===== src/verilog/ips_pkg.sv =====
// package: constants and types for the input power-up sequencer
package ips_pkg;

  // ==========================================================================
  // clock and times
  localparam int CLK_HZ       = 20_000_000;
  localparam int T_BAD_SRC_MS = 30;
  localparam int T_BIAS_MS    = 220;
  localparam int T_DISCHG_MS  = 13;
  localparam int T_SS_US      = 100;
  localparam int T_INT_NS     = 1000;
  localparam int BAD_SRC_CYC  = CLK_HZ / 1000 * T_BAD_SRC_MS;
  localparam int BIAS_CYC     = CLK_HZ / 1000 * T_BIAS_MS;
  localparam int DISCHG_CYC   = CLK_HZ / 1000 * T_DISCHG_MS;
  localparam int SS_CYC       = CLK_HZ / 1_000_000 * T_SS_US;
  localparam int INT_CYC      = CLK_HZ / 1_000_000 * T_INT_NS / 1000;
  localparam logic [2:0] MAX_FAILS = 3'h7;

  // ==========================================================================
  // register map
  localparam logic [7:0] CTRL_OFS = 8'h00;
  localparam logic [7:0] LIM_OFS  = 8'h04;
  localparam logic [7:0] STAT_OFS = 8'h08;
  localparam logic [8:0] CTRL_RST = 9'h086;
  localparam logic [1:0] RESP_OKAY   = 2'h0;
  localparam logic [1:0] RESP_DECERR = 2'h3;

  // ==========================================================================
  // current limit codes (100 mA per step) and source status codes
  localparam logic [4:0] EXTERNAL_CURRENT_LIMIT_PIN_0P5A = 5'h05;
  localparam logic [4:0] EXTERNAL_CURRENT_LIMIT_PIN_1P0A = 5'h0a;
  localparam logic [4:0] EXTERNAL_CURRENT_LIMIT_PIN_1P5A = 5'h0f;
  localparam logic [4:0] EXTERNAL_CURRENT_LIMIT_PIN_2P1A = 5'h15;
  localparam logic [4:0] EXTERNAL_CURRENT_LIMIT_PIN_2P4A = 5'h18;
  localparam logic [4:0] EXTERNAL_CURRENT_LIMIT_PIN_3P0A = 5'h1e;
  localparam logic [4:0] EXTERNAL_CURRENT_LIMIT_PIN_RST  = EXTERNAL_CURRENT_LIMIT_PIN_0P5A;
  localparam logic [4:0] VLIM_RST  = 5'h06;
  localparam logic [2:0] STAT_NONE = 3'h0;
  localparam logic [2:0] STAT_SDP  = 3'h1;
  localparam logic [2:0] STAT_CDP  = 3'h2;
  localparam logic [2:0] STAT_DCP  = 3'h3;
  localparam logic [2:0] STAT_UNK  = 3'h5;
  localparam logic [2:0] STAT_DIV  = 3'h6;

  // ==========================================================================
  // types
  typedef enum logic [11:0] {
    ST_IDLE = 12'h001, ST_QUAL = 12'h002, ST_OVW  = 12'h004,
    ST_HIZ  = 12'h008, ST_VDET = 12'h010, ST_DCD  = 12'h020,
    ST_PRI  = 12'h040, ST_SEC  = 12'h080, ST_DONE = 12'h100,
    ST_BIAS = 12'h200, ST_CONV = 12'h400, ST_RUN  = 12'h800
  } ips_state_e;

  typedef struct packed {
    logic [4:0] ext_external_current_limit_pin;
    logic       vbus_present;
    logic       vbus_ov;
    logic       vbus_bad;
    logic       bat_ok;
    logic       dcd_ok;
    logic       pri_hit;
    logic       sec_dcp;
    logic       dp_hi;
    logic       dp_mid;
    logic       dm_hi;
    logic       dm_mid;
    logic       dp_pull_low;
    logic       dm_3v3;
    logic       light_load;
    logic       bat_below_sysmin;
  } ips_pin_s;

  typedef struct packed {
    logic host_mode;
    logic charge_enable;
    logic audible_floor_disable;
    logic pulse_skip_disable;
    logic battery_discharge_enable;
    logic force_source_detect;
    logic voltage_limit_reload_enable;
    logic auto_source_detect_enable;
    logic high_impedance_enable;
  } ips_ctl_s;

  typedef struct packed {
    ips_state_e  st;
    logic [22:0] tmr;
    logic [2:0]  fails;
    logic [18:0] dcnt;
    logic [4:0]  icnt;
    ips_ctl_s    ctl;
    logic [4:0]  external_current_limit_pin;
    logic [4:0]  vlim;
    logic [2:0]  vstat;
    logic        pg;
    logic        pgf;
    logic        forced;
    logic        ran;
    logic [4:0]  rilim;
    logic [2:0]  rstat;
    logic        hizp;
    logic        vbp;
    ips_pin_s    s1;
    ips_pin_s    s2;
    ips_pin_s    s3;
    ips_pin_s    f;
    logic        batsw;
    logic        bias;
    logic        conv;
    logic        ss;
    logic        disld;
    logic        bsload;
    logic [4:0]  apilim;
    logic        pskip;
    logic        afl;
    logic        awh;
    logic [7:0]  awa;
    logic        wh;
    logic [31:0] wd;
    logic [3:0]  ws;
    logic        bv;
    logic [1:0]  bresp;
    logic        rv;
    logic [31:0] rd;
    logic [1:0]  rresp;
  } ips_reg_s;

endpackage


===== src/verilog/ips_seq.sv =====
// module: input power-up sequencer with its register slave
//
// The register addresses and the AXI4-Lite register port were decided locally.
`timescale 1ns/1ns
`default_nettype none
module ips_seq
  import ips_pkg::*;
#(
  parameter int P_BAD_SRC_CYC = BAD_SRC_CYC,
  parameter int P_BIAS_CYC    = BIAS_CYC,
  parameter int P_DISCHG_CYC  = DISCHG_CYC
) (
  input  wire logic        aclk,
  input  wire logic        aresetn,
  input  wire logic [7:0]  s_axi_awaddr,
  input  wire logic        s_axi_awvalid,
  output logic             s_axi_awready,
  input  wire logic [31:0] s_axi_wdata,
  input  wire logic [3:0]  s_axi_wstrb,
  input  wire logic        s_axi_wvalid,
  output logic             s_axi_wready,
  output logic [1:0]       s_axi_bresp,
  output logic             s_axi_bvalid,
  input  wire logic        s_axi_bready,
  input  wire logic [7:0]  s_axi_araddr,
  input  wire logic        s_axi_arvalid,
  output logic             s_axi_arready,
  output logic [31:0]      s_axi_rdata,
  output logic [1:0]       s_axi_rresp,
  output logic             s_axi_rvalid,
  input  wire logic        s_axi_rready,
  input  wire ips_pin_s    pins,
  output logic             battery_switch_on,
  output logic             bias_regulator_en,
  output logic             converter_en,
  output logic             soft_start,
  output logic             bad_source_load_en,
  output logic             discharge_load_en,
  output logic             pulse_skip_en,
  output logic             audible_floor_en,
  output logic [4:0]       applied_current_limit,
  output logic [2:0]       source_type_status,
  output logic             power_good_pin_n,
  output logic             interrupt_pulse_pin_n
);

  // ==========================================================================
  // helpers
  function automatic logic [31:0] wmerge(input logic [31:0] o,
                                         input logic [31:0] d,
                                         input logic [3:0]  s);
    logic [31:0] m;
    m = o;
    for (int i = 0; i < 4; i++) begin
      if (s[i]) begin
        m[i*8 +: 8] = d[i*8 +: 8];
      end
    end
    return m;
  endfunction

  function automatic logic [4:0] imin(input logic [4:0] a,
                                      input logic [4:0] b);
    return (a < b) ? a : b;
  endfunction

  ips_reg_s    r;
  ips_reg_s    n;
  logic        vb;
  logic        wr;
  logic        wr_ctrl;
  logic        off_st;
  logic [31:0] lim_m;

  // ==========================================================================
  // next state
  always_comb begin
    n = r;
    // pin synchroniser, value taken when second and third agree
    n.s1 = pins;
    n.s2 = r.s1;
    n.s3 = r.s2;
    if (r.s2 == r.s3) begin
      n.f = r.s3;
    end
    // register slave
    if (s_axi_awvalid && !r.awh && !r.bv) begin
      n.awh = 1'b1;
      n.awa = s_axi_awaddr;
    end
    if (s_axi_wvalid && !r.wh && !r.bv) begin
      n.wh = 1'b1;
      n.wd = s_axi_wdata;
      n.ws = s_axi_wstrb;
    end
    wr      = r.awh && r.wh && !r.bv;
    wr_ctrl = wr && (r.awa == CTRL_OFS);
    lim_m   = wmerge({19'h0, r.vlim, 3'h0, r.external_current_limit_pin}, r.wd, r.ws);
    if (wr) begin
      n.awh   = 1'b0;
      n.wh    = 1'b0;
      n.bv    = 1'b1;
      n.bresp = RESP_OKAY;
      case (r.awa)
        CTRL_OFS: n.ctl = 9'(wmerge(32'(r.ctl), r.wd, r.ws));
        LIM_OFS: begin
          n.external_current_limit_pin = lim_m[4:0];
          n.vlim = lim_m[12:8];
        end
        STAT_OFS: begin
          if (r.ws[0] && r.wd[4]) begin
            n.pgf = 1'b0;
          end
        end
        default: n.bresp = RESP_DECERR;
      endcase
    end
    if (r.bv && s_axi_bready) begin
      n.bv = 1'b0;
    end
    if (s_axi_arvalid && !r.rv) begin
      n.rv    = 1'b1;
      n.rresp = RESP_OKAY;
      case (s_axi_araddr)
        CTRL_OFS: n.rd = {23'h0, r.ctl};
        LIM_OFS:  n.rd = {19'h0, r.vlim, 3'h0, r.external_current_limit_pin};
        STAT_OFS: n.rd = {12'h0, r.st, r.fails, r.pgf, r.pg, r.vstat};
        default: begin
          n.rd    = 32'h0;
          n.rresp = RESP_DECERR;
        end
      endcase
    end else if (r.rv && s_axi_rready) begin
      n.rv = 1'b0;
    end
    // sequencer
    vb    = r.f.vbus_present;
    n.vbp = vb;
    n.hizp = r.ctl.high_impedance_enable;
    if (vb && !r.vbp) begin
      n.ctl.high_impedance_enable = 1'b0;
    end
    n.tmr = r.tmr + 23'h1;
    case (r.st)
      ST_IDLE: begin
        if (vb) begin
          n.st = ST_QUAL;
        end
      end
      ST_QUAL: begin
        if (r.f.vbus_bad) begin
          n.tmr = '0;
          if (r.fails == MAX_FAILS - 3'h1) begin
            n.st    = ST_HIZ;
            n.fails = '0;
          end else begin
            n.fails = r.fails + 3'h1;
          end
        end else if (r.tmr == 23'(P_BAD_SRC_CYC - 1)) begin
          n.fails = '0;
          n.ran   = r.ctl.auto_source_detect_enable;
          n.st    = r.ctl.auto_source_detect_enable ? ST_VDET : ST_DONE;
        end
      end
      ST_OVW: begin
        if (!r.f.vbus_ov) begin
          n.st = ST_QUAL;
        end
      end
      ST_HIZ: begin
        if (r.hizp && !r.ctl.high_impedance_enable) begin
          n.st = ST_QUAL;
        end
      end
      ST_VDET: n.st = ST_DCD;
      ST_DCD: begin
        n.st = ST_DONE;
        if (r.f.dcd_ok) begin
          n.st = ST_PRI;
        end else if (r.f.dp_hi && r.f.dm_hi) begin
          n.rilim = EXTERNAL_CURRENT_LIMIT_PIN_2P4A;
          n.rstat = STAT_DIV;
        end else if (r.f.dp_hi && r.f.dm_mid) begin
          n.rilim = EXTERNAL_CURRENT_LIMIT_PIN_2P1A;
          n.rstat = STAT_DIV;
        end else if (r.f.dp_mid && r.f.dm_hi) begin
          n.rilim = EXTERNAL_CURRENT_LIMIT_PIN_1P0A;
          n.rstat = STAT_DIV;
        end else if (r.f.dp_pull_low && r.f.dm_3v3) begin
          n.rilim = EXTERNAL_CURRENT_LIMIT_PIN_1P0A;
          n.rstat = STAT_UNK;
        end else begin
          n.rilim = EXTERNAL_CURRENT_LIMIT_PIN_0P5A;
          n.rstat = STAT_UNK;
        end
      end
      ST_PRI: begin
        n.st    = r.f.pri_hit ? ST_SEC : ST_DONE;
        n.rilim = EXTERNAL_CURRENT_LIMIT_PIN_0P5A;
        n.rstat = STAT_SDP;
      end
      ST_SEC: begin
        n.st    = ST_DONE;
        n.rilim = r.f.sec_dcp ? EXTERNAL_CURRENT_LIMIT_PIN_3P0A : EXTERNAL_CURRENT_LIMIT_PIN_1P5A;
        n.rstat = r.f.sec_dcp ? STAT_DCP : STAT_CDP;
      end
      ST_DONE: begin
        if (r.ran) begin
          n.external_current_limit_pin  = r.rilim;
          n.vstat = r.rstat;
          if (r.ctl.voltage_limit_reload_enable) begin
            n.vlim = VLIM_RST;
          end
        end
        n.pg   = 1'b1;
        n.pgf  = 1'b1;
        n.icnt = 5'(INT_CYC);
        if (!wr_ctrl) begin
          n.ctl.force_source_detect = 1'b0;
        end
        n.forced = 1'b0;
        n.st     = r.forced ? ST_RUN : ST_BIAS;
      end
      ST_BIAS: begin
        if (r.tmr == 23'(P_BIAS_CYC - 1)) begin
          n.st   = ST_CONV;
          n.bias = 1'b1;
          n.conv = 1'b1;
          n.ss   = 1'b1;
          n.dcnt = 19'(P_DISCHG_CYC);
        end
      end
      ST_CONV: begin
        if (r.tmr == 23'(SS_CYC - 1)) begin
          n.st = ST_RUN;
          n.ss = 1'b0;
        end
      end
      ST_RUN: begin
        if (r.ctl.force_source_detect && r.ctl.host_mode) begin
          n.forced = 1'b1;
          n.ran    = 1'b1;
          n.st     = ST_VDET;
        end
      end
      default: n.st = ST_IDLE;
    endcase
    if (vb && r.f.vbus_ov && r.st != ST_IDLE && r.st != ST_HIZ) begin
      n.st = ST_OVW;
    end
    if (r.ctl.high_impedance_enable && r.st != ST_IDLE) begin
      n.st = ST_HIZ;
    end
    if (!vb) begin
      n.st     = ST_IDLE;
      n.fails  = '0;
      n.vstat  = STAT_NONE;
      n.forced = 1'b0;
    end
    if (n.st != r.st) begin
      n.tmr = '0;
    end
    off_st = (n.st == ST_IDLE) || (n.st == ST_QUAL) ||
             (n.st == ST_OVW) || (n.st == ST_HIZ);
    if (off_st) begin
      n.bias = 1'b0;
      n.conv = 1'b0;
      n.ss   = 1'b0;
      n.pg   = 1'b0;
      n.dcnt = '0;
    end
    if (r.icnt != '0) begin
      n.icnt = r.icnt - 5'h1;
    end
    if (r.dcnt != '0) begin
      n.dcnt = r.dcnt - 19'h1;
    end
    n.batsw  = r.conv ? r.ctl.charge_enable : r.f.bat_ok;
    n.bsload = (n.st == ST_QUAL);
    n.disld  = (r.dcnt != '0) || r.ctl.battery_discharge_enable;
    n.pskip  = r.conv && r.f.light_load && !r.ctl.pulse_skip_disable &&
               (!r.ctl.charge_enable || r.f.bat_below_sysmin);
    n.afl    = n.pskip && !r.ctl.audible_floor_disable;
    n.apilim = imin(r.external_current_limit_pin, r.f.ext_external_current_limit_pin);
  end

  // ==========================================================================
  // state register
  always_ff @(posedge aclk) begin
    if (!aresetn) begin
      r      <= '0;
      r.st   <= ST_IDLE;
      r.ctl  <= CTRL_RST;
      r.external_current_limit_pin <= EXTERNAL_CURRENT_LIMIT_PIN_RST;
      r.vlim <= VLIM_RST;
    end else begin
      r <= n;
    end
  end

  // ==========================================================================
  // outputs
  assign s_axi_awready         = !r.awh && !r.bv;
  assign s_axi_wready          = !r.wh && !r.bv;
  assign s_axi_bvalid          = r.bv;
  assign s_axi_bresp           = r.bresp;
  assign s_axi_arready         = !r.rv;
  assign s_axi_rvalid          = r.rv;
  assign s_axi_rdata           = r.rd;
  assign s_axi_rresp           = r.rresp;
  assign battery_switch_on     = r.batsw;
  assign bias_regulator_en     = r.bias;
  assign converter_en          = r.conv;
  assign soft_start            = r.ss;
  assign bad_source_load_en    = r.bsload;
  assign discharge_load_en     = r.disld;
  assign pulse_skip_en         = r.pskip;
  assign audible_floor_en      = r.afl;
  assign applied_current_limit = r.apilim;
  assign source_type_status    = r.vstat;
  assign power_good_pin_n      = !r.pg;
  assign interrupt_pulse_pin_n = (r.icnt == '0);
endmodule
`default_nettype wire


===== config.mk =====
export PLATFORM = sky130hd
export DESIGN_NAME = ips_seq
export DESIGN_NICKNAME = d
export VERILOG_FILES = /design/src/verilog/ips_pkg.sv /design/src/verilog/ips_seq.sv
export SDC_FILE = /design/constraint.sdc
export NUM_CORES = 1
export LEC_CHECK = 0
export BUFFER_PORTS_ARGS = -buffer_cell sky130_fd_sc_hd__buf_2
export CAP_MARGIN = 20
export CORE_MARGIN = 2
export CORE_UTILIZATION = 50
export CTS_BUF_LIST = sky130_fd_sc_hd__clkbuf_2 sky130_fd_sc_hd__clkbuf_4 sky130_fd_sc_hd__clkbuf_8
export DETAILED_ROUTE_END_ITERATION = 16
export MAX_ROUTING_LAYER = met4
export PLACE_DENSITY = 0.72
export SLEW_MARGIN = 15
export SYNTH_ARGS = -nofsm -noshare
export SYNTH_HDL_FRONTEND = slang
export SYNTH_SLANG_ARGS = --single-unit

===== constraint.sdc =====
create_clock -name aclk -period 4.1 [get_ports aclk]
set_clock_uncertainty 0.2 [all_clocks]
set_input_delay 0.41 -clock aclk [delete_from_list [all_inputs] [get_ports aclk]]
set_output_delay 0.41 -clock aclk [all_outputs]
set_load 0.005 [all_outputs]

==> results of run 1 <==
-- report_power, final --
part	switching (uW)	leakage, uW	internal [uW]
sequential	104	0.00195	2460
clock	944	0.000444	1230
combinational	383	0.00269	323
-- logic make-up after synthesis --
family,share of synthesized area
buffers and inverters,0.06981
other,0.0003517
AND/OR/NAND/NOR,0.2726
adder cells (fa/ha/maj),0.008213
flip-flops,0.4487
XOR/XNOR,0.05010
multiplexers,0.04634
AO/OA/AOI/OAI,0.1040
-- per-stage QoR --
stage          std cells  cell area (sq um)  utilization  hold slack [ns]  setup WS [ns]
2_1_floorplan       1205              10710            -           0.2119          1.228
3_5_place_dp        1492              11070       0.5283           0.2169         0.6275
4_1_cts             1606              12360       0.5897           0.1188         0.6378
3_3_place_gp        1491              11060       0.5279           0.2144         0.7269
6_report            1606              12360       0.5897           0.1248         0.6013
5_1_grt             1606              12360       0.5897           0.1548         0.3667
-- tightest hold or removal path: cells and delay by family --
kind / cells / cell delay [ns]
and+or+nand+nor: 2 / 0.26
AOI/OAI and AO/OA: 1 / 0.05
buffers and inverters: 1 / 0.09
-- final timing paths --
check           end  slack [ns]
max reg2reg  r[241]        0.60
min reg2reg  n[128]        0.23
max          r[241]        0.60
min           r[80]        0.12
-- synthesized netlist by cell type, types with 4 or more instances --
master and n:
sky130_fd_sc_hd__o21ai_0 25, sky130_fd_sc_hd__and4_1 9, sky130_fd_sc_hd__or3_1 4, sky130_fd_sc_hd__o211ai_1 5, sky130_fd_sc_hd__nor4_1 27, sky130_fd_sc_hd__nor3_1 24, sky130_fd_sc_hd__a21oi_1 72, sky130_fd_sc_hd__ha_1 7
sky130_fd_sc_hd__or2_2 5, sky130_fd_sc_hd__nand3_1 37, sky130_fd_sc_hd__xnor2_1 32, sky130_fd_sc_hd__clkbuf_1 43, sky130_fd_sc_hd__mux2i_1 46, sky130_fd_sc_hd__nand4b_1 4, sky130_fd_sc_hd__nand2b_1 11, sky130_fd_sc_hd__buf_4 48
sky130_fd_sc_hd__dfxtp_1 239, sky130_fd_sc_hd__nand4_1 20, sky130_fd_sc_hd__a22oi_1 17, sky130_fd_sc_hd__nand2_1 124, sky130_fd_sc_hd__buf_2 7, sky130_fd_sc_hd__a31oi_1 9, sky130_fd_sc_hd__inv_1 21, sky130_fd_sc_hd__or4_1 7
sky130_fd_sc_hd__a211oi_1 11, sky130_fd_sc_hd__nor2_1 126, sky130_fd_sc_hd__nand3b_1 4, sky130_fd_sc_hd__buf_1 7, sky130_fd_sc_hd__and3_1 5, sky130_fd_sc_hd__buf_6 7, sky130_fd_sc_hd__nor4_2 19, sky130_fd_sc_hd__xor2_1 29
sky130_fd_sc_hd__nor2b_1 11, sky130_fd_sc_hd__and2_1 67, sky130_fd_sc_hd__nor4b_1 6, sky130_fd_sc_hd__nor3b_1 4
-- flip-flops by register name, summed over array words and instances (netlist names) --
| signal | flops |
|---|---|
| applied_current_limit | 5 |
| audible_floor_en | 1 |
| bad_source_load_en | 1 |
| battery_switch_on | 1 |
| converter_en | 1 |
| discharge_load_en | 1 |
| n | 41 |
| pulse_skip_en | 1 |
| r | 158 |
| s_axi_bresp | 1 |
| s_axi_bvalid | 1 |
| s_axi_rdata | 20 |
| s_axi_rresp | 1 |
| s_axi_rvalid | 1 |
| soft_start | 1 |
| source_type_status | 3 |
| vb | 1 |
-- metal layers --
layer	vias up	global-route usage	routed length [um]
li1	4334	-	-
met1	4085	0.2861	11070
met2	270	0.3895	12240
met3	67	0.04390	1540
met4	0	0.09057	825
met5	-	-	0
-- layout make-up --
| type | instances | area [sq um] | share of cell area |
|---|---|---|---|
| multi-input combinational | 832 | 5189 | 0.4199 |
| tap | 275 | 344.1 | 0.02784 |
| clock inverter | 5 | 35.03 | 0.002835 |
| timing repair buffer | 170 | 1131 | 0.09153 |
| sequential | 239 | 4785 | 0.3872 |
| inverter | 22 | 82.58 | 0.006682 |
| clock buffer | 63 | 792.0 | 0.06409 |
==> impl_metrics.prom, run 1 <==
# TYPE chip_impl_metric gauge
chip_impl_info{name="outcome",value="complete, no violations"} 1
chip_impl_metric{name="first_iter_violations",unit=""} 631
chip_impl_metric{name="post_cts_hold_buffer_count",unit=""} 46
chip_impl_metric{name="n_fill_cell",unit=""} 1904
chip_impl_metric{name="ys_ff_latch",unit=""} 239
chip_impl_info{name="mostFrequentLayoutCell",value="sky130_fd_sc_hd__dfxtp_1"} 1
chip_impl_metric{name="number_of_antenna_violations_at_the_first_check_in_global_routing",unit=""} 0
chip_impl_info{name="setup.worst_path.end_class",value="register"} 1
chip_impl_metric{name="h_tree_levels",unit=""} 2
chip_impl_metric{name="cts_made_buffers",unit=""} 41
chip_impl_metric{name="hold_viol",unit=""} 0
chip_impl_metric{name="worstRegToRegCells",unit=""} 8
chip_impl_metric{name="count_of_unresolved_drc_violations_after_routing",unit=""} 0
chip_impl_metric{name="core-area",unit="sq mm"} 0.02096
chip_impl_info{name="startpoint",value="r[272]"} 1
chip_impl_metric{name="number_of_instances_in_the_synthesized_netlist",unit=""} 1194
chip_impl_metric{name="grt_pass1_wl",unit="um"} 41500
chip_impl_metric{name="worst-slew-pin-transition",unit="ns"} 1.010
chip_impl_metric{name="async_reset_ff_frac",unit=""} 0
chip_impl_metric{name="area.growth.synth_to_final",unit="%"} 15.89
chip_impl_metric{name="grt_start_max_net_pins",unit=""} 81
chip_impl_metric{name="fraction_of_final_layout_cells_sized_beyond_drive_strength_1",unit=""} 0.1818
chip_impl_metric{name="clk_latency_worst_skew_pair",unit="ns"} 0.56
chip_impl_metric{name="grt.overflow.total",unit=""} 0
chip_impl_metric{name="critical_path_depth",unit=""} 8
chip_impl_info{name="rsz0062_at_grt",value="no"} 1
chip_impl_metric{name="synth_area",unit="sq mm"} 0.01066
chip_impl_info{name="worst-setup-path-type",value="reg2reg"} 1
chip_impl_info{name="synthTopCellsByArea",value="sky130_fd_sc_hd__dfxtp_1 45%, sky130_fd_sc_hd__nor2_1 4.4%, sky130_fd_sc_hd__nand2_1 4.4%"} 1
chip_impl_info{name="yosysTopAreaCell",value="sky130_fd_sc_hd__dfxtp_1"} 1
chip_impl_metric{name="max-clock-path-buffers",unit=""} 3
chip_impl_metric{name="post-route-period-util",unit=""} 0.8533
chip_impl_metric{name="antenna-diode-count",unit=""} 0
chip_impl_metric{name="max_stage_delay",unit="ns"} 0.76
chip_impl_metric{name="total_leakage_power",unit="uW"} 0.005084
chip_impl_info{name="slowest_stage",value="sky130_fd_sc_hd__or4_1"} 1
chip_impl_metric{name="post_synth.cell_area_avg",unit="sq um"} 8.931
chip_impl_metric{name="yosys.area.top_type_share",unit=""} 0.4487
chip_impl_metric{name="critical_path_required",unit="ns"} 4.37
chip_impl_metric{name="initial_core_util",unit=""} 0.5089
chip_impl_metric{name="edff_count_synth",unit=""} 0
chip_impl_metric{name="cts_resized",unit=""} 0
chip_impl_info{name="worstHoldStart",value="s_axi_awvalid"} 1
chip_impl_metric{name="cp.arrival",unit="ns"} 3.76
chip_impl_metric{name="grt_util_all_layers",unit=""} 0.2358
chip_impl_info{name="cts.root.buffer_cell",value="sky130_fd_sc_hd__clkbuf_8"} 1
chip_impl_metric{name="finalWeightedCongestion",unit=""} 0.9383
chip_impl_metric{name="number_of_buffers_and_inverters_on_the_critical_path",unit=""} 1
chip_impl_info{name="cts_tree",value="done"} 1
chip_impl_metric{name="maxCapViolations",unit=""} 0
chip_impl_metric{name="die_height",unit="um"} 150.0
chip_impl_metric{name="post_cts_buffers",unit=""} 0
chip_impl_metric{name="tns",unit="ns"} 0
chip_impl_metric{name="ant_nets",unit=""} 0
chip_impl_metric{name="num-nets-final",unit=""} 1392
chip_impl_info{name="worst_path_dominant_cell_family",value="simple AND/OR/NAND/NOR gates"} 1
chip_impl_metric{name="finalSetupViolations",unit=""} 0
chip_impl_metric{name="total_power",unit="uW"} 5438
chip_impl_info{name="timing.critical_path.from_type",value="register"} 1
chip_impl_metric{name="routed_wirelength",unit="um"} 25670
chip_impl_metric{name="worst_setup_hold_path_clk_slew",unit="ns"} 0.06
chip_impl_metric{name="drt-pass1-iter-count",unit=""} 5
chip_impl_metric{name="vias_per_cell",unit=""} 5.452
chip_impl_metric{name="dp_hpwl",unit="um"} 17290
chip_impl_metric{name="netlist-cell-type-count",unit=""} 73
chip_impl_metric{name="yosysSeqAreaShare",unit=""} 0.4487
chip_impl_metric{name="number_of_cells_traversed_by_the_worst_hold_path",unit=""} 4
chip_impl_metric{name="total_via_count_after_detailed_routing",unit=""} 8756
chip_impl_metric{name="fp-row-count",unit=""} 53
chip_impl_metric{name="overall_die_area",unit="sq mm"} 0.02251
chip_impl_metric{name="drt-wirelength-per-cell",unit="um"} 15.98
chip_impl_metric{name="ports_placed_on_the_boundary",unit=""} 138
chip_impl_metric{name="slew_violations",unit=""} 0
chip_impl_info{name="synth-main-ff-cell",value="sky130_fd_sc_hd__dfxtp_1"} 1
chip_impl_metric{name="numPortBuffers",unit=""} 104
chip_impl_metric{name="powerDensity",unit="mW/mm^2"} 440.0
chip_impl_metric{name="max_slew_margin",unit=""} 0.3203
chip_impl_metric{name="cts_sinks",unit=""} 239
chip_impl_metric{name="die_w",unit="um"} 150.0
chip_impl_metric{name="period_needed",unit="ns"} 3.499
chip_impl_metric{name="timing.fmax",unit="MHz"} 285.8
chip_impl_info{name="mostFrequentLayoutCells",value="239 x sky130_fd_sc_hd__dfxtp_1, 126 x sky130_fd_sc_hd__nor2_1, 124 x sky130_fd_sc_hd__nand2_1, 104 x sky130_fd_sc_hd__buf_2, 72 x sky130_fd_sc_hd__a21oi_1"} 1
chip_impl_metric{name="vdd_ir_drop_max",unit="V"} 0.0003404
chip_impl_info{name="path_cells",value="or4_1, nor3_2, o211ai_1, and4_1, nor4_1, nor3_4, buf_4, nor4b_1"} 1
chip_impl_metric{name="via_count_of_the_first_global_routing_pass",unit=""} 8344
chip_impl_metric{name="synth.yosys.warnings",unit=""} 0
chip_impl_info{name="worst_hold_path_type",value="in2reg"} 1
chip_impl_metric{name="cp_max_fo",unit=""} 23
chip_impl_info{name="r2r_start",value="r[272]"} 1
Power figures use the tool's default switching activity.
==> run 2: changes to the inputs <==
Settings changed: BUFFER_PORTS_ARGS -buffer_cell sky130_fd_sc_hd__buf_2 to -buffer_cell sky130_fd_sc_hd__buf_4.
==> run 2 against run 1 <==
Effect of this change:
- wire length shrank 1.5%
- final area increased by 1.8%
- combinational power is 2% higher
- maximum frequency rose by 1.2%
- critical path type unchanged
- critical endpoint is now r[251]
==> impl_metrics.prom, run 2 (same netlist as run 1, synthesis figures left out) <==
# TYPE chip_impl_metric gauge
chip_impl_metric{name="ant_nets",unit=""} 0
chip_impl_metric{name="place_area",unit="sq mm"} 0.01136
chip_impl_info{name="outcome",value="complete, no violations"} 1
chip_impl_metric{name="setup.reg_to_reg.worst_slack",unit="ns"} 0.64
chip_impl_info{name="setup.worst_path.end_class",value="register"} 1
chip_impl_metric{name="area.sequential",unit="sq mm"} 0.004785
chip_impl_metric{name="total_via_count_after_detailed_routing",unit=""} 8632
chip_impl_metric{name="overall_die_area",unit="sq mm"} 0.02251
chip_impl_metric{name="multi_input_comb_area",unit="sq mm"} 0.005189
chip_impl_metric{name="routed_wirelength",unit="um"} 25300
chip_impl_metric{name="cts_sinks",unit=""} 239
chip_impl_metric{name="via_count_of_the_first_global_routing_pass",unit=""} 8260
chip_impl_metric{name="hold_viol",unit=""} 0
chip_impl_metric{name="drt-pass1-iter-count",unit=""} 7
chip_impl_info{name="hold_path_endpoint",value="s_axi_rdata[19]"} 1
chip_impl_info{name="worstHoldStart",value="aresetn"} 1
chip_impl_metric{name="worst-slew-pin-transition",unit="ns"} 0.9728
chip_impl_metric{name="total_power",unit="uW"} 5327
chip_impl_metric{name="initial_core_util",unit=""} 0.5089
chip_impl_info{name="worst_hold_path_type",value="in2reg"} 1
chip_impl_metric{name="cp.arrival",unit="ns"} 3.69
chip_impl_info{name="worst-setup-path-type",value="reg2reg"} 1
chip_impl_metric{name="grt_util_all_layers",unit=""} 0.2322
chip_impl_metric{name="dp_hpwl",unit="um"} 17350
chip_impl_metric{name="max_slew_margin",unit=""} 0.3476
chip_impl_metric{name="h_tree_levels",unit=""} 2
chip_impl_info{name="rsz0062_at_grt",value="no"} 1
chip_impl_metric{name="vdd_ir_drop_max",unit="V"} 0.0003113
chip_impl_metric{name="ports_placed_on_the_boundary",unit=""} 138
chip_impl_metric{name="powerDensity",unit="mW/mm^2"} 423.4
chip_impl_metric{name="number_of_antenna_violations_at_the_first_check_in_global_routing",unit=""} 0
chip_impl_metric{name="finalWeightedCongestion",unit=""} 0.9563
chip_impl_metric{name="drt-wirelength-per-cell",unit="um"} 15.76
chip_impl_metric{name="slew_violations",unit=""} 0
chip_impl_metric{name="vias_per_cell",unit=""} 5.378
chip_impl_info{name="worst_r2r_endpoint",value="r[251]"} 1
chip_impl_metric{name="antenna-diode-count",unit=""} 0
chip_impl_metric{name="worst_setup_hold_path_clk_slew",unit="ns"} 0.07
chip_impl_metric{name="cts_made_buffers",unit=""} 39
chip_impl_metric{name="clk_latency_worst_skew_pair",unit="ns"} 0.54
chip_impl_metric{name="grt_start_max_net_pins",unit=""} 89
chip_impl_metric{name="cp_max_fo",unit=""} 23
chip_impl_metric{name="grt_pass1_wl",unit="um"} 40830
chip_impl_metric{name="area.growth.synth_to_final",unit="%"} 17.97
chip_impl_info{name="mostFrequentLayoutCell",value="sky130_fd_sc_hd__dfxtp_1"} 1
chip_impl_metric{name="critical_path_required",unit="ns"} 4.34
chip_impl_metric{name="die_height",unit="um"} 150.0
chip_impl_metric{name="post_cts_hold_buffer_count",unit=""} 46
chip_impl_metric{name="count_of_unresolved_drc_violations_after_routing",unit=""} 0
chip_impl_metric{name="num-nets-final",unit=""} 1394
chip_impl_metric{name="die_w",unit="um"} 150.0
chip_impl_metric{name="fraction_of_final_layout_cells_sized_beyond_drive_strength_1",unit=""} 0.1812
chip_impl_metric{name="grt.overflow.total",unit=""} 0
chip_impl_metric{name="post-route-period-util",unit=""} 0.8432
chip_impl_metric{name="number_of_cells_traversed_by_the_worst_hold_path",unit=""} 3
chip_impl_metric{name="tns",unit="ns"} 0
chip_impl_metric{name="first_iter_violations",unit=""} 555
chip_impl_metric{name="max-clock-path-buffers",unit=""} 3
chip_impl_metric{name="design_area",unit="sq mm"} 0.01258
chip_impl_metric{name="worstRegToRegCells",unit=""} 8
chip_impl_metric{name="fp-row-count",unit=""} 53
chip_impl_metric{name="finalSetupViolations",unit=""} 0
chip_impl_info{name="max_flop_register",value="r"} 1
chip_impl_metric{name="post_cts_buffers",unit=""} 0
chip_impl_metric{name="n_fill_cell",unit=""} 1822
chip_impl_metric{name="cts_resized",unit=""} 0
chip_impl_info{name="timing.critical_path.from_type",value="register"} 1
chip_impl_info{name="mostFrequentLayoutCells",value="239 x sky130_fd_sc_hd__dfxtp_1, 127 x sky130_fd_sc_hd__buf_4, 126 x sky130_fd_sc_hd__nor2_1, 124 x sky130_fd_sc_hd__nand2_1, 72 x sky130_fd_sc_hd__a21oi_1"} 1
chip_impl_metric{name="numPortBuffers",unit=""} 104
chip_impl_info{name="r2r_start",value="r[263]"} 1
chip_impl_metric{name="maxCapViolations",unit=""} 0
chip_impl_metric{name="timing.fmax",unit="MHz"} 289.3
chip_impl_info{name="cts_tree",value="done"} 1
chip_impl_metric{name="period_needed",unit="ns"} 3.457
chip_impl_metric{name="core-area",unit="sq mm"} 0.02096
chip_impl_info{name="cts.root.buffer_cell",value="sky130_fd_sc_hd__clkbuf_8"} 1
chip_impl_metric{name="total_leakage_power",unit="uW"} 0.005119
chip_impl_metric{name="largest_register_ffs",unit=""} 158
run 2: cell count changes in the layout (fill, tap and decap cells not counted):
cell | before | now
sky130_fd_sc_hd__inv_6 | 1 | 2
sky130_fd_sc_hd__buf_2 | 104 | 1
sky130_fd_sc_hd__clkbuf_4 | 12 | 11
sky130_fd_sc_hd__clkbuf_8 | 51 | 47
sky130_fd_sc_hd__inv_8 | 1 | 0
sky130_fd_sc_hd__buf_4 | 20 | 127
run 2: area by class of cell:
type,instances,share of cell area
multi-input combinational,832,0.4124
sequential,239,0.3803
timing repair buffer,174,0.1128
clock buffer,58,0.05798
tap,275,0.02735
inverter,22,0.006564
clock inverter,5,0.002586
run 2: layer usage:
layer  track usage  wire length (um)  vias to the layer above
met4       0.08585               639                        0
met5             -                 0                        -
met3       0.04421              1465                       50
met2        0.3856             12330                      244
li1              -                 -                     4326
met1        0.2807             10860                     4012
run 2: critical path, stage by stage, from the launching register on:
cell and delay (ns):
sky130_fd_sc_hd__dfxtp_1 0.46, sky130_fd_sc_hd__or4_1 0.70, sky130_fd_sc_hd__nor3_2 0.36, sky130_fd_sc_hd__o211ai_1 0.25, sky130_fd_sc_hd__and4_1 0.28, sky130_fd_sc_hd__nor4_1 0.45, sky130_fd_sc_hd__nor3_4 0.07, sky130_fd_sc_hd__buf_4 0.26
sky130_fd_sc_hd__nor4_2 0.31
run 2: how the worst max path moves through the flow:
| stage | depth (start not counted) | endpoint | start |
|---|---|---|---|
| after global placement | 8 | r[241] | r[263] |
| final | 8 | r[251] | r[263] |
| after CTS | 8 | r[251] | r[263] |
| after detailed placement | 8 | r[251] | r[263] |
| after global routing | 8 | r[241] | r[263] |
| after floorplan | 10 | r[242] | r[269] |
run 2: where the power goes:
part	internal, uW	switching, uW	total [uW]
clock network	1130	909	2040
registers	2460	104	2560
logic	343	380	723
run 2: per-stage QoR:
step	cells	worst slack (ns)	hold WS, ns	utilization
floorplan	1205	1.228	0.2119	-
global placement	1495	0.7865	0.2141	0.5418
detailed placement	1496	0.6965	0.2177	0.5420
CTS	1605	0.6703	0.01203	0.6004
global route	1605	0.4207	0.02137	0.6004
finish	1605	0.6430	0.03639	0.6004
